==> config.mk <==
export PLATFORM = sky130hd
export DESIGN_NAME = hdop_top
export DESIGN_NICKNAME = d
export VERILOG_FILES = /design/src/include/hdop_pkg.sv /design/src/core/hdop_top.sv
export SDC_FILE = /design/constraint.sdc
export NUM_CORES = 1
export LEC_CHECK = 0
export BUFFER_PORTS_ARGS = -buffer_cell sky130_fd_sc_hd__buf_2
export CORE_ASPECT_RATIO = 2
export CORE_MARGIN = 5
export CORE_UTILIZATION = 63
export CTS_BUF_LIST = sky130_fd_sc_hd__clkbuf_8 sky130_fd_sc_hd__clkbuf_16
export CTS_CLUSTER_DIAMETER = 30
export DETAILED_ROUTE_END_ITERATION = 8
export PLACE_DENSITY = 0.83
export SYNTH_ARGS = -nofsm -noshare
export SYNTH_HDL_FRONTEND = slang
export SYNTH_SLANG_ARGS = --single-unit
==> constraint.sdc <==
create_clock -name aclk -period 5.4 [get_ports aclk]
set_clock_uncertainty 0.05 [all_clocks]
set_input_delay 0 -clock aclk [delete_from_list [all_inputs] [get_ports aclk]]
set_output_delay 0 -clock aclk [all_outputs]
set_load 0.01 [all_outputs]
==> src/include/hdop_pkg.sv <==
// package: register map, field positions, reset values and timing for the output protect block
package hdop_pkg;
    // byte offsets on the register bus (printed offsets are multiples of four)
    localparam logic [7:0] OFF_SHORT_STAT = 8'h1d;
    localparam logic [7:0] OFF_PWR_CTRL = 8'h05;
    localparam logic [7:0] OFF_CAP_CTRL = 8'h20;
    localparam logic [7:0] OFF_PROT_CTRL = 8'h21;
    localparam logic [7:0] OFF_HSET = 8'h22;
    localparam logic [7:0] OFF_POP = 8'h25;
    localparam logic [7:0] OFF_BTN_CFG = 8'h40;
    localparam logic [7:0] OFF_DRV_IN = 8'h44;
    // field positions
    localparam int SHORT_FLAG_BIT = 1;
    localparam int CAP_SC_DIS_BIT = 0;
    localparam int VG_SC_DIS_BIT = 4;
    localparam int SPK_SC_EN_BIT = 5;
    localparam int HS_EN_BIT = 15;
    localparam int HS_PRES_BIT = 12;
    localparam int BTN_FLAG_BIT = 11;
    localparam int HS_DB_LO = 9;
    localparam int HS_IRQ1_BIT = 3;
    localparam int HS_IRQ2_BIT = 4;
    localparam int BTN_IRQ_LO = 0;
    localparam int POP_DIS_BIT = 5;
    localparam int POP_LONG_BIT = 4;
    localparam int PD_STAT_LO = 10;
    // power-down control bits in the power register
    localparam logic [15:0] PWR_RESET = 16'h0000;
    localparam logic [15:0] PD_ALL_MASK = 16'h19c0;
    localparam int PD_HP1_BIT = 6;
    localparam int PD_HP2_BIT = 7;
    localparam int PD_RCV_BIT = 8;
    localparam int PD_SPK_BIT = 11;
    localparam int PD_VG_BIT = 12;
    localparam logic [15:0] CTRL_RESET = 16'h0000;
    // timing
    localparam int CLK_HZ = 100_000_000;
    localparam int TICK_US = 500;
    localparam int TICK_CYC = CLK_HZ / 1_000_000 * TICK_US;
    localparam int POP_SHORT_MS = 800;
    localparam int POP_LONG_MS = 4000;
    localparam int POP_VG_MS = 1;
    localparam int HS_PULSE_US = 1750;
    localparam int HS_PULSE_TICKS = HS_PULSE_US / TICK_US;
    localparam int BTN_EXTRA_US = 500;
    localparam int BTN_EXTRA_TICKS = BTN_EXTRA_US / TICK_US;
    // driver state carrier
    typedef struct packed {
        logic hp_one;
        logic hp_two;
        logic receiver;
        logic speaker;
        logic vground;
        logic mic_bias;
    } hdop_drv_t;
endpackage

==> src/core/hdop_top.sv <==
// headphone/speaker/receiver output protection, pop reduction and headset detection with AXI4-Lite registers
`timescale 1ns/10ps
// How it works
// - short detected: outputs off, short flag set
// - cap-mode short detection off by control bit
// - pop reduction on after reset, bit disables
// - no ground amp: charge 0.8 or 4 s
// - ground amp up: power-up takes 1 ms
// - pop sequence on every headphone power-up
// - speaker short protection only when enabled
// - receiver and headphones never on together
// - headset presence flag follows insert/remove
// - headset interrupt on pin one/two by bits
// - headset detection only when enabled
// - no headset: headphone one, ground, bias off
// - button press updates button flag
// - button interrupt on pin one by field
// - headset interrupt pulse about 1.5 ms
// - headset debounce 16 to 128 ms
// - presence flag holds while headset connected
// - button debounce none, 8, 16, 32 ms
// - button irq: debounce+0.5ms late, press+resolution long
// - button flag clears on read after release
module hdop_top #(
    parameter int POP_SHORT_TICKS = hdop_pkg::POP_SHORT_MS * 2,
    parameter int POP_LONG_TICKS = hdop_pkg::POP_LONG_MS * 2,
    parameter int POP_VG_TICKS = hdop_pkg::POP_VG_MS * 2,
    parameter int TICK_CYCLES = hdop_pkg::TICK_CYC
) (
    // clock and reset
    input wire logic aclk,
    input wire logic aresetn,
    // axi4-lite slave
    input wire logic [7:0] s_axi_awaddr,
    input wire logic s_axi_awvalid,
    output logic s_axi_awready,
    input wire logic [31:0] s_axi_wdata,
    input wire logic [3:0] s_axi_wstrb,
    input wire logic s_axi_wvalid,
    output logic s_axi_wready,
    output logic [1:0] s_axi_bresp,
    output logic s_axi_bvalid,
    input wire logic s_axi_bready,
    input wire logic [7:0] s_axi_araddr,
    input wire logic s_axi_arvalid,
    output logic s_axi_arready,
    output logic [31:0] s_axi_rdata,
    output logic [1:0] s_axi_rresp,
    output logic s_axi_rvalid,
    input wire logic s_axi_rready,
    // analog sense inputs
    input wire logic short_hp_in,
    input wire logic short_vg_in,
    input wire logic short_spk_in,
    input wire logic headset_sense_input,
    input wire logic button_sense_in,
    // driver enables
    output hdop_pkg::hdop_drv_t drv_en,
    output logic pop_ramp,
    // interrupt pins
    output logic general_pin_one,
    output logic general_pin_two
);
    logic [15:0] pwr_q, cap_q, prot_q, hset_q, pop_q;
    logic [1:0] btn_cfg_q;
    logic short_q, hs_pres_q, btn_flag_q;
    logic [2:0] s1_q, s2_q;
    logic [1:0] hs_s_q, bt_s_q;
    // axi state
    logic aw_q, w_q;
    logic [7:0] awaddr_q;
    logic [31:0] wdata_q;
    logic [3:0] wstrb_q;
    logic wr_go, rd_hs_read;
    // tick divider: 0.5 ms enable
    logic [$clog2(TICK_CYCLES+1)-1:0] tdiv_q;
    logic tick;
    always_ff @(posedge aclk) begin
        if (!aresetn || tdiv_q == ($bits(tdiv_q))'(TICK_CYCLES - 1)) begin
            tdiv_q <= '0;
        end else begin
            tdiv_q <= tdiv_q + 1'b1;
        end
    end
    assign tick = (tdiv_q == ($bits(tdiv_q))'(TICK_CYCLES - 1));
    // pin synchronisers
    always_ff @(posedge aclk) begin
        if (!aresetn) begin
            s1_q <= '0;
            s2_q <= '0;
            hs_s_q <= '0;
            bt_s_q <= '0;
        end else begin
            s1_q <= {short_spk_in, short_vg_in, short_hp_in};
            s2_q <= s1_q;
            hs_s_q <= {hs_s_q[0], headset_sense_input};
            bt_s_q <= {bt_s_q[0], button_sense_in};
        end
    end
    // axi write channel
    assign s_axi_awready = !aw_q && !s_axi_bvalid;
    assign s_axi_wready = !w_q && !s_axi_bvalid;
    assign wr_go = aw_q && w_q && !s_axi_bvalid;
    always_ff @(posedge aclk) begin
        if (!aresetn) begin
            aw_q <= 1'b0;
            w_q <= 1'b0;
            awaddr_q <= '0;
            wdata_q <= '0;
            wstrb_q <= '0;
            s_axi_bvalid <= 1'b0;
        end else begin
            if (s_axi_awvalid && s_axi_awready) begin
                aw_q <= 1'b1;
                awaddr_q <= s_axi_awaddr;
            end
            if (s_axi_wvalid && s_axi_wready) begin
                w_q <= 1'b1;
                wdata_q <= s_axi_wdata;
                wstrb_q <= s_axi_wstrb;
            end
            if (wr_go) begin
                aw_q <= 1'b0;
                w_q <= 1'b0;
                s_axi_bvalid <= 1'b1;
            end else if (s_axi_bready) begin
                s_axi_bvalid <= 1'b0;
            end
        end
    end
    assign s_axi_bresp = 2'h0;
    function automatic logic [15:0] merge(input logic [15:0] old, input logic [31:0] d, input logic [3:0] st);
        merge = {st[1] ? d[15:8] : old[15:8], st[0] ? d[7:0] : old[7:0]};
    endfunction
    // control registers
    always_ff @(posedge aclk) begin
        if (!aresetn) begin
            pwr_q <= hdop_pkg::PWR_RESET;
            cap_q <= hdop_pkg::CTRL_RESET;
            prot_q <= hdop_pkg::CTRL_RESET;
            hset_q <= hdop_pkg::CTRL_RESET;
            pop_q <= hdop_pkg::CTRL_RESET;
            btn_cfg_q <= '0;
        end else if (wr_go) begin
            case (awaddr_q)
                hdop_pkg::OFF_PWR_CTRL: pwr_q <= merge(pwr_q, wdata_q, wstrb_q);
                hdop_pkg::OFF_CAP_CTRL: cap_q <= merge(cap_q, wdata_q, wstrb_q);
                hdop_pkg::OFF_PROT_CTRL: prot_q <= merge(prot_q, wdata_q, wstrb_q);
                hdop_pkg::OFF_HSET: hset_q <= merge(hset_q, wdata_q, wstrb_q);
                hdop_pkg::OFF_POP: pop_q <= merge(pop_q, wdata_q, wstrb_q);
                hdop_pkg::OFF_BTN_CFG: if (wstrb_q[0]) btn_cfg_q <= wdata_q[1:0];
                default: ;
            endcase
        end
    end
    // powered-down status per driver (1 = down, includes mic bias)
    logic [5:0] pd_stat;
    logic hs_gate;
    assign hs_gate = hset_q[hdop_pkg::HS_EN_BIT] && !hs_pres_q;
    // driver enables after protection, headset gating and exclusivity
    always_comb begin
        drv_en.hp_one = !pwr_q[hdop_pkg::PD_HP1_BIT] && !short_q && !hs_gate;
        drv_en.hp_two = !pwr_q[hdop_pkg::PD_HP2_BIT] && !short_q;
        drv_en.receiver = !pwr_q[hdop_pkg::PD_RCV_BIT] && !short_q
            && pwr_q[hdop_pkg::PD_HP1_BIT] && pwr_q[hdop_pkg::PD_HP2_BIT];
        drv_en.speaker = !pwr_q[hdop_pkg::PD_SPK_BIT] && !short_q;
        drv_en.vground = !pwr_q[hdop_pkg::PD_VG_BIT] && !short_q && !hs_gate;
        drv_en.mic_bias = !short_q && !hs_gate;
    end
    // short detection
    logic short_hit;
    assign short_hit = (s2_q[0] && !cap_q[hdop_pkg::CAP_SC_DIS_BIT])
        || (s2_q[1] && !prot_q[hdop_pkg::VG_SC_DIS_BIT])
        || (s2_q[2] && prot_q[hdop_pkg::SPK_SC_EN_BIT]);
    always_ff @(posedge aclk) begin
        if (!aresetn) begin
            short_q <= 1'b0;
        end else if (short_hit) begin
            short_q <= 1'b1;
        end else if ((pwr_q & hdop_pkg::PD_ALL_MASK) == hdop_pkg::PD_ALL_MASK && &pd_stat) begin
            short_q <= 1'b0;
        end
    end
    // pop reduction: ramp counter on each headphone power-up
    logic hp_on_q, ramp_q;
    logic [15:0] pop_cnt_q;
    logic [15:0] pop_len;
    always_comb begin
        if (drv_en.vground) begin
            pop_len = 16'(POP_VG_TICKS);
        end else if (pop_q[hdop_pkg::POP_LONG_BIT]) begin
            pop_len = 16'(POP_LONG_TICKS);
        end else begin
            pop_len = 16'(POP_SHORT_TICKS);
        end
    end
    always_ff @(posedge aclk) begin
        if (!aresetn) begin
            hp_on_q <= 1'b0;
            ramp_q <= 1'b0;
            pop_cnt_q <= '0;
        end else begin
            hp_on_q <= drv_en.hp_one || drv_en.hp_two;
            if ((drv_en.hp_one || drv_en.hp_two) && !hp_on_q && !pop_q[hdop_pkg::POP_DIS_BIT]) begin
                ramp_q <= 1'b1;
                pop_cnt_q <= pop_len;
            end else if (!(drv_en.hp_one || drv_en.hp_two)) begin
                ramp_q <= 1'b0;
            end else if (ramp_q && tick) begin
                if (pop_cnt_q <= 16'h0001) begin
                    ramp_q <= 1'b0;
                end
                pop_cnt_q <= pop_cnt_q - 16'h0001;
            end
        end
    end
    assign pop_ramp = ramp_q;
    assign pd_stat = {!drv_en.mic_bias, !drv_en.vground, !drv_en.speaker,
        !drv_en.receiver, !drv_en.hp_two, !drv_en.hp_one};
    // headset detection debounce: count 8 samples at selected resolution
    logic [1:0] hs_code;
    logic [5:0] hs_div_q;
    logic [5:0] hs_res;
    logic [3:0] hs_run_q;
    logic [3:0] hs_irq_q;
    assign hs_code = hset_q[hdop_pkg::HS_DB_LO +: 2];
    assign hs_res = 6'(4 << hs_code);
    always_ff @(posedge aclk) begin
        if (!aresetn || !hset_q[hdop_pkg::HS_EN_BIT]) begin
            hs_div_q <= '0;
            hs_run_q <= '0;
            hs_pres_q <= 1'b0;
            hs_irq_q <= '0;
        end else if (tick) begin
            hs_div_q <= (hs_div_q + 6'h01 >= hs_res) ? 6'h00 : hs_div_q + 6'h01;
            if (hs_irq_q != 4'h0) begin
                hs_irq_q <= hs_irq_q - 4'h1;
            end
            if (hs_div_q == 6'h00) begin
                if (hs_s_q[1] == hs_pres_q) begin
                    hs_run_q <= '0;
                end else if (hs_run_q == 4'h7) begin
                    hs_run_q <= '0;
                    hs_pres_q <= hs_s_q[1];
                    hs_irq_q <= 4'(hdop_pkg::HS_PULSE_TICKS);
                end else begin
                    hs_run_q <= hs_run_q + 4'h1;
                end
            end
        end
    end
    // button debounce: 8 samples at 1/2/4 ms, or none
    logic [3:0] bt_div_q;
    logic [3:0] bt_res;
    logic [3:0] bt_run_q;
    logic bt_stable_q, bt_irq_q;
    logic [1:0] bt_dly_q;
    assign bt_res = 4'(1 << btn_cfg_q);
    always_ff @(posedge aclk) begin
        if (!aresetn) begin
            bt_div_q <= '0;
            bt_run_q <= '0;
            bt_stable_q <= 1'b0;
            bt_irq_q <= 1'b0;
            bt_dly_q <= '0;
        end else if (btn_cfg_q == 2'h0) begin
            bt_stable_q <= bt_s_q[1];
            bt_irq_q <= bt_s_q[1];
            bt_run_q <= '0;
            bt_dly_q <= '0;
        end else if (tick) begin
            bt_div_q <= (bt_div_q + 4'h1 >= bt_res) ? 4'h0 : bt_div_q + 4'h1;
            if (bt_dly_q != 2'h0) begin
                bt_dly_q <= bt_dly_q - 2'h1;
                if (bt_dly_q == 2'h1) begin
                    bt_irq_q <= 1'b1;
                end
            end
            if (bt_div_q == 4'h0) begin
                if (bt_s_q[1] == bt_stable_q) begin
                    bt_run_q <= '0;
                    if (!bt_s_q[1]) begin
                        bt_irq_q <= 1'b0;
                    end
                end else if (!bt_s_q[1]) begin
                    bt_stable_q <= 1'b0; // release drops one sample later
                end else if (bt_run_q == 4'h7) begin
                    bt_run_q <= '0;
                    bt_stable_q <= 1'b1;
                    bt_dly_q <= 2'(hdop_pkg::BTN_EXTRA_TICKS);
                end else begin
                    bt_run_q <= bt_run_q + 4'h1;
                end
            end
        end
    end
    // button flag: set on press, cleared by read after release
    always_ff @(posedge aclk) begin
        if (!aresetn) begin
            btn_flag_q <= 1'b0;
        end else if (bt_stable_q) begin
            btn_flag_q <= 1'b1;
        end else if (rd_hs_read) begin
            btn_flag_q <= 1'b0;
        end
    end
    // interrupt pins
    always_ff @(posedge aclk) begin
        if (!aresetn) begin
            general_pin_one <= 1'b0;
            general_pin_two <= 1'b0;
        end else begin
            general_pin_one <= (hset_q[hdop_pkg::HS_IRQ1_BIT] && hs_irq_q != 4'h0)
                || (hset_q[hdop_pkg::BTN_IRQ_LO +: 2] != 2'h0 && bt_irq_q);
            general_pin_two <= hset_q[hdop_pkg::HS_IRQ2_BIT] && hs_irq_q != 4'h0;
        end
    end
    // axi read channel
    logic [15:0] rmux;
    always_comb begin
        rmux = 16'h0000;
        case (s_axi_araddr)
            hdop_pkg::OFF_SHORT_STAT: rmux[hdop_pkg::SHORT_FLAG_BIT] = short_q;
            hdop_pkg::OFF_PWR_CTRL: rmux = pwr_q;
            hdop_pkg::OFF_CAP_CTRL: rmux = cap_q;
            hdop_pkg::OFF_PROT_CTRL: rmux = prot_q;
            hdop_pkg::OFF_HSET: begin
                rmux = hset_q;
                rmux[hdop_pkg::HS_PRES_BIT] = hs_pres_q;
                rmux[hdop_pkg::BTN_FLAG_BIT] = btn_flag_q;
            end
            hdop_pkg::OFF_POP: rmux = {pd_stat, pop_q[9:0]};
            hdop_pkg::OFF_BTN_CFG: rmux = {14'h0000, btn_cfg_q};
            hdop_pkg::OFF_DRV_IN: rmux = {9'h000, ramp_q, drv_en};
            default: rmux = 16'h0000;
        endcase
    end
    assign s_axi_arready = !s_axi_rvalid;
    assign rd_hs_read = s_axi_arvalid && s_axi_arready && s_axi_araddr == hdop_pkg::OFF_HSET && !bt_stable_q;
    always_ff @(posedge aclk) begin
        if (!aresetn) begin
            s_axi_rvalid <= 1'b0;
            s_axi_rdata <= '0;
            s_axi_rresp <= 2'h0;
        end else if (s_axi_arvalid && s_axi_arready) begin
            s_axi_rvalid <= 1'b1;
            s_axi_rdata <= {16'h0000, rmux};
            s_axi_rresp <= 2'h0;
        end else if (s_axi_rready) begin
            s_axi_rvalid <= 1'b0;
        end
    end
endmodule

==> impl_metrics.ini <==
[grt]
via_count_of_the_first_global_routing_pass = 7689
grt_usage = 0.269
grt_max_degree = 83
antenna_found_initial = 0
overflow = 0
first_pass_grt_wire_length_mm = 36.9

[drt]
post_drt_wl_per_cell_um = 17.6
detail_route.iter0.violations = 499
wirelength_mm = 22.9
drt-pass1-iter-count = 5
detail-route-antenna-nets = 0
detail_route.vias_per_cell = 5.90
remaining_drc_errors = 0
via_count = 7675

[final_layout]
design_area_um2 = 10700
layout-drive-gt1-share = 0.129
final_net_count = 1175
multi_input_area_um2 = 5080
sequential_cell_area_um2 = 3900
area.growth.synth_to_final_pct = 14.9
layout_filler_cell_count = 1082
finalNonFillerCells = 1301

[logic_synthesis]
postSynth.topFlopCell = dfxtp_1
synth.cell_area_um2 = 9310
synth.lib_cells_used.distinct = 71
synthXorXnorAreaFrac = 0.0226
synth_top_area_share = 0.419
adder_and_majority_cell_fraction_of_the_synthesized_area = 0.0255
synth_warnings = 0
edff_count_synth = 0
synth_simple_gate_area_frac = 0.241
syn_avg_cell_area_um2 = 9.23
synthesized_netlist_cell_count = 1009
post_synth_mux_area_share = 0.115
synth.yosys.seq_area_share = 0.419
post-synth-top-area-cell = dfxtp_1
synth_area_leaders = dfxtp_1 (42%), mux2i_1 (11%), nor2b_1 (5.7%)
ys_seq_elements = 195
ys_async_sr_fraction = 0
synth_top_family_by_area = simple AND/OR/NAND/NOR gates
synth-compound-area-share = 0.131

[flow_run]
maxCapViolations = 0

[power_and_ir_drop]
leakage_uw = 0.00432
power_uw = 3060
p_per_area_nw_per_um2 = 286
peak_supply_drop_uv = 239

[place]
dpl_cell_area_um2 = 9700
hpwlAfterDp_mm = 15.6
dpl.cell_count = 1230
dp_slack_ns = 2.91
port_buffers = 75
place_congestion = 0.837

[sta]
finalMaxSlewViolations = 0
finalHoldViolCount = 0
worst_slack_ns = 2.86
finalCriticalPeriod_ns = 2.54
report.final.setup_viol = 0
worstMarginPinSlew_ns = 1.04
fmax_mhz = 394
tns_ns = 0
slew_headroom = 0.306
rsz0062_at_grt = no
post-route-period-util = 0.470

[clocking]
tritoncts = yes
cts.reportedPaths.clkPinSlew_ns = 0.08
clock-sinks = 195
cts.root.buffer_cell = clkbuf_16
cts_buffers = 17
ctsHtreeMaxLevel = 4
cts_setup_buffers = 0
ctsResizeCount = 0
clockBufferDepth = 2
worst_skew_pair.late_latency_ns = 0.44

[worst_setup_path]
standard_cell_with_the_maximum_stage_delay_on_the_critical_path = and4_1
critical_path_required_ns = 5.71
cp.buffers_inverters = 0
critical_path.startpoint_type = flop
crit_family = simple AND/OR/NAND/NOR gates
setup.worst_path.end_class = flop
maximum_single_stage_delay_on_the_critical_path_ns = 0.59
cp_num_cells = 6
timing.reg2reg.worst_path_depth = 6
largest_driver_fanout_on_the_critical_path = 16
timing.setup.critical_path_class = reg -> reg
timing.critical_path.cells = ha_1, and3_1, and4_1, nand3_2, or3_1, a31oi_1
critical_path_arrival_ns = 2.85

[floorplan]
core_region_area_um2 = 14700
ios = 114
initial_core_util = 0.635
chipHeight_um = 182
core.rowCount = 63
dieWidth_um = 96.0
design.die.area_um2 = 17500

[hold_path]
worst_hold_path_type = in -> reg
worstHoldPathCells = 5

[run_status]
status = completed
[per-stage QoR]
stage | util | hold WS, ns
floorplan | - | 0.0773
global placement | 0.661 | 0.160
detailed placement | 0.661 | 0.160
CTS | 0.730 | 0.00230
global route | 0.730 | 0.0624
finish | 0.730 | 0.0285
[synth_stat cells, types with 5 or more instances]
| library cell | number |
|---|---|
| xor2_1 | 13 |
| a221oi_1 | 10 |
| buf_4 | 20 |
| a2111o_1 | 6 |
| mux2i_1 | 101 |
| ha_1 | 19 |
| dfxtp_1 | 195 |
| a21boi_0 | 28 |
| nand3b_1 | 6 |
| o22ai_1 | 6 |
| o21ai_0 | 36 |
| a22o_1 | 14 |
| nand4_1 | 10 |
| nor3_1 | 10 |
| or4_1 | 6 |
| mux2_2 | 5 |
| nand3_1 | 20 |
| and2_1 | 14 |
| o2111ai_1 | 6 |
| buf_2 | 7 |
| nand2_1 | 99 |
| nand2b_1 | 12 |
| a31oi_1 | 6 |
| xnor2_1 | 11 |
| or3_1 | 12 |
| nor2b_1 | 85 |
| inv_1 | 21 |
| clkbuf_1 | 41 |
| a21oi_1 | 30 |
| nor3b_1 | 5 |
| nor2_1 | 68 |
| and3_1 | 9 |
[cell usage in the layout, fill, tap and decap left out, types with 9 or more instances in the layout]
cell,instances
dfxtp_1,195
mux2i_1,101
nand2_1,99
nor2b_1,85
buf_2,74
nor2_1,68
dlygate4sd3_1,38
o21ai_0,36
a21oi_1,30
a21boi_0,28
inv_1,21
nand3_1,20
conb_1,20
ha_1,19
clkbuf_16,17
and2_1,14
a22o_1,14
xor2_1,13
or3_1,12
nand2b_1,12
xnor2_1,11
nor3_1,10
nand4_1,10
a221oi_1,10
and3_1,9
[tightest hold or removal path, cell delays in order]
cell and delay [ns]:
buf_2 0.11, nor4b_1 0.08, nand2_1 0.10, or3_1 0.10
a31oi_1 0.07
[what timing repair did]
| action | CTS | global route |
|---|---|---|
| setup endpoints to repair | 0 | 0 |
| endpoints found under the hold margin | 36 | 0 |
| hold buffers | 38 | 0 |
[metal layers]
layer / up-vias / global-route usage / wire [um]
li1: 3698 / - / -
met2: 276 / 0.459 / 11600
met1: 3635 / 0.313 / 9100
met5: - / 0 / 0
met4: 0 / 0.130 / 971
met3: 66 / 0.0527 / 1310
[registers in the layout, summed over array words and instances (netlist names), 3 cells and up]
register     count
prot_q          16
hset_q          14
s2_q             3
cap_q           16
pop_cnt_q       16
s_axi_rdata     16
bt_run_q         4
pwr_q           16
bt_div_q         4
hs_div_q         6
hs_run_q         4
pop_q           10
s1_q             3
hs_irq_q         4
wdata_q         16
tdiv_q          16
awaddr_q         8
[cell families after synthesis]
family,after synthesis
and+or+nand+nor,398
DFF,195
AOI/OAI and AO/OA,175
muxes,106
buffers and inverters,91
xor gates and xnor gates,24
adders and majority gates,19
other,1
[power breakdown]
part	internal, uW	switching, uW
clock	668	620
sequential	1470	44.0
combinational	113	142
total	2250	806
[path summary, 6_finish.rpt]
path	from	end	slack, ns
setup / recovery	tdiv_q[0]	pop_cnt_q[6]	2.86
hold reg to reg	bt_s_q[0]	bt_s_q[1]	0.39
setup reg to reg	tdiv_q[0]	pop_cnt_q[6]	2.86
hold / removal	s_axi_araddr[0]	s_axi_rdata[1]	0.03
[final cells by class]
type / count / area share
flip-flops and latches: 195 / 0.365
clock buffers: 17 / 0.0398
repair buffers: 115 / 0.0723
diodes: 1 / 0.000234
inverters: 21 / 0.00737
clock inverters: 15 / 0.0182
well taps: 195 / 0.0228
multi-input cells: 742 / 0.475
Power figures use the tool's default switching activity.
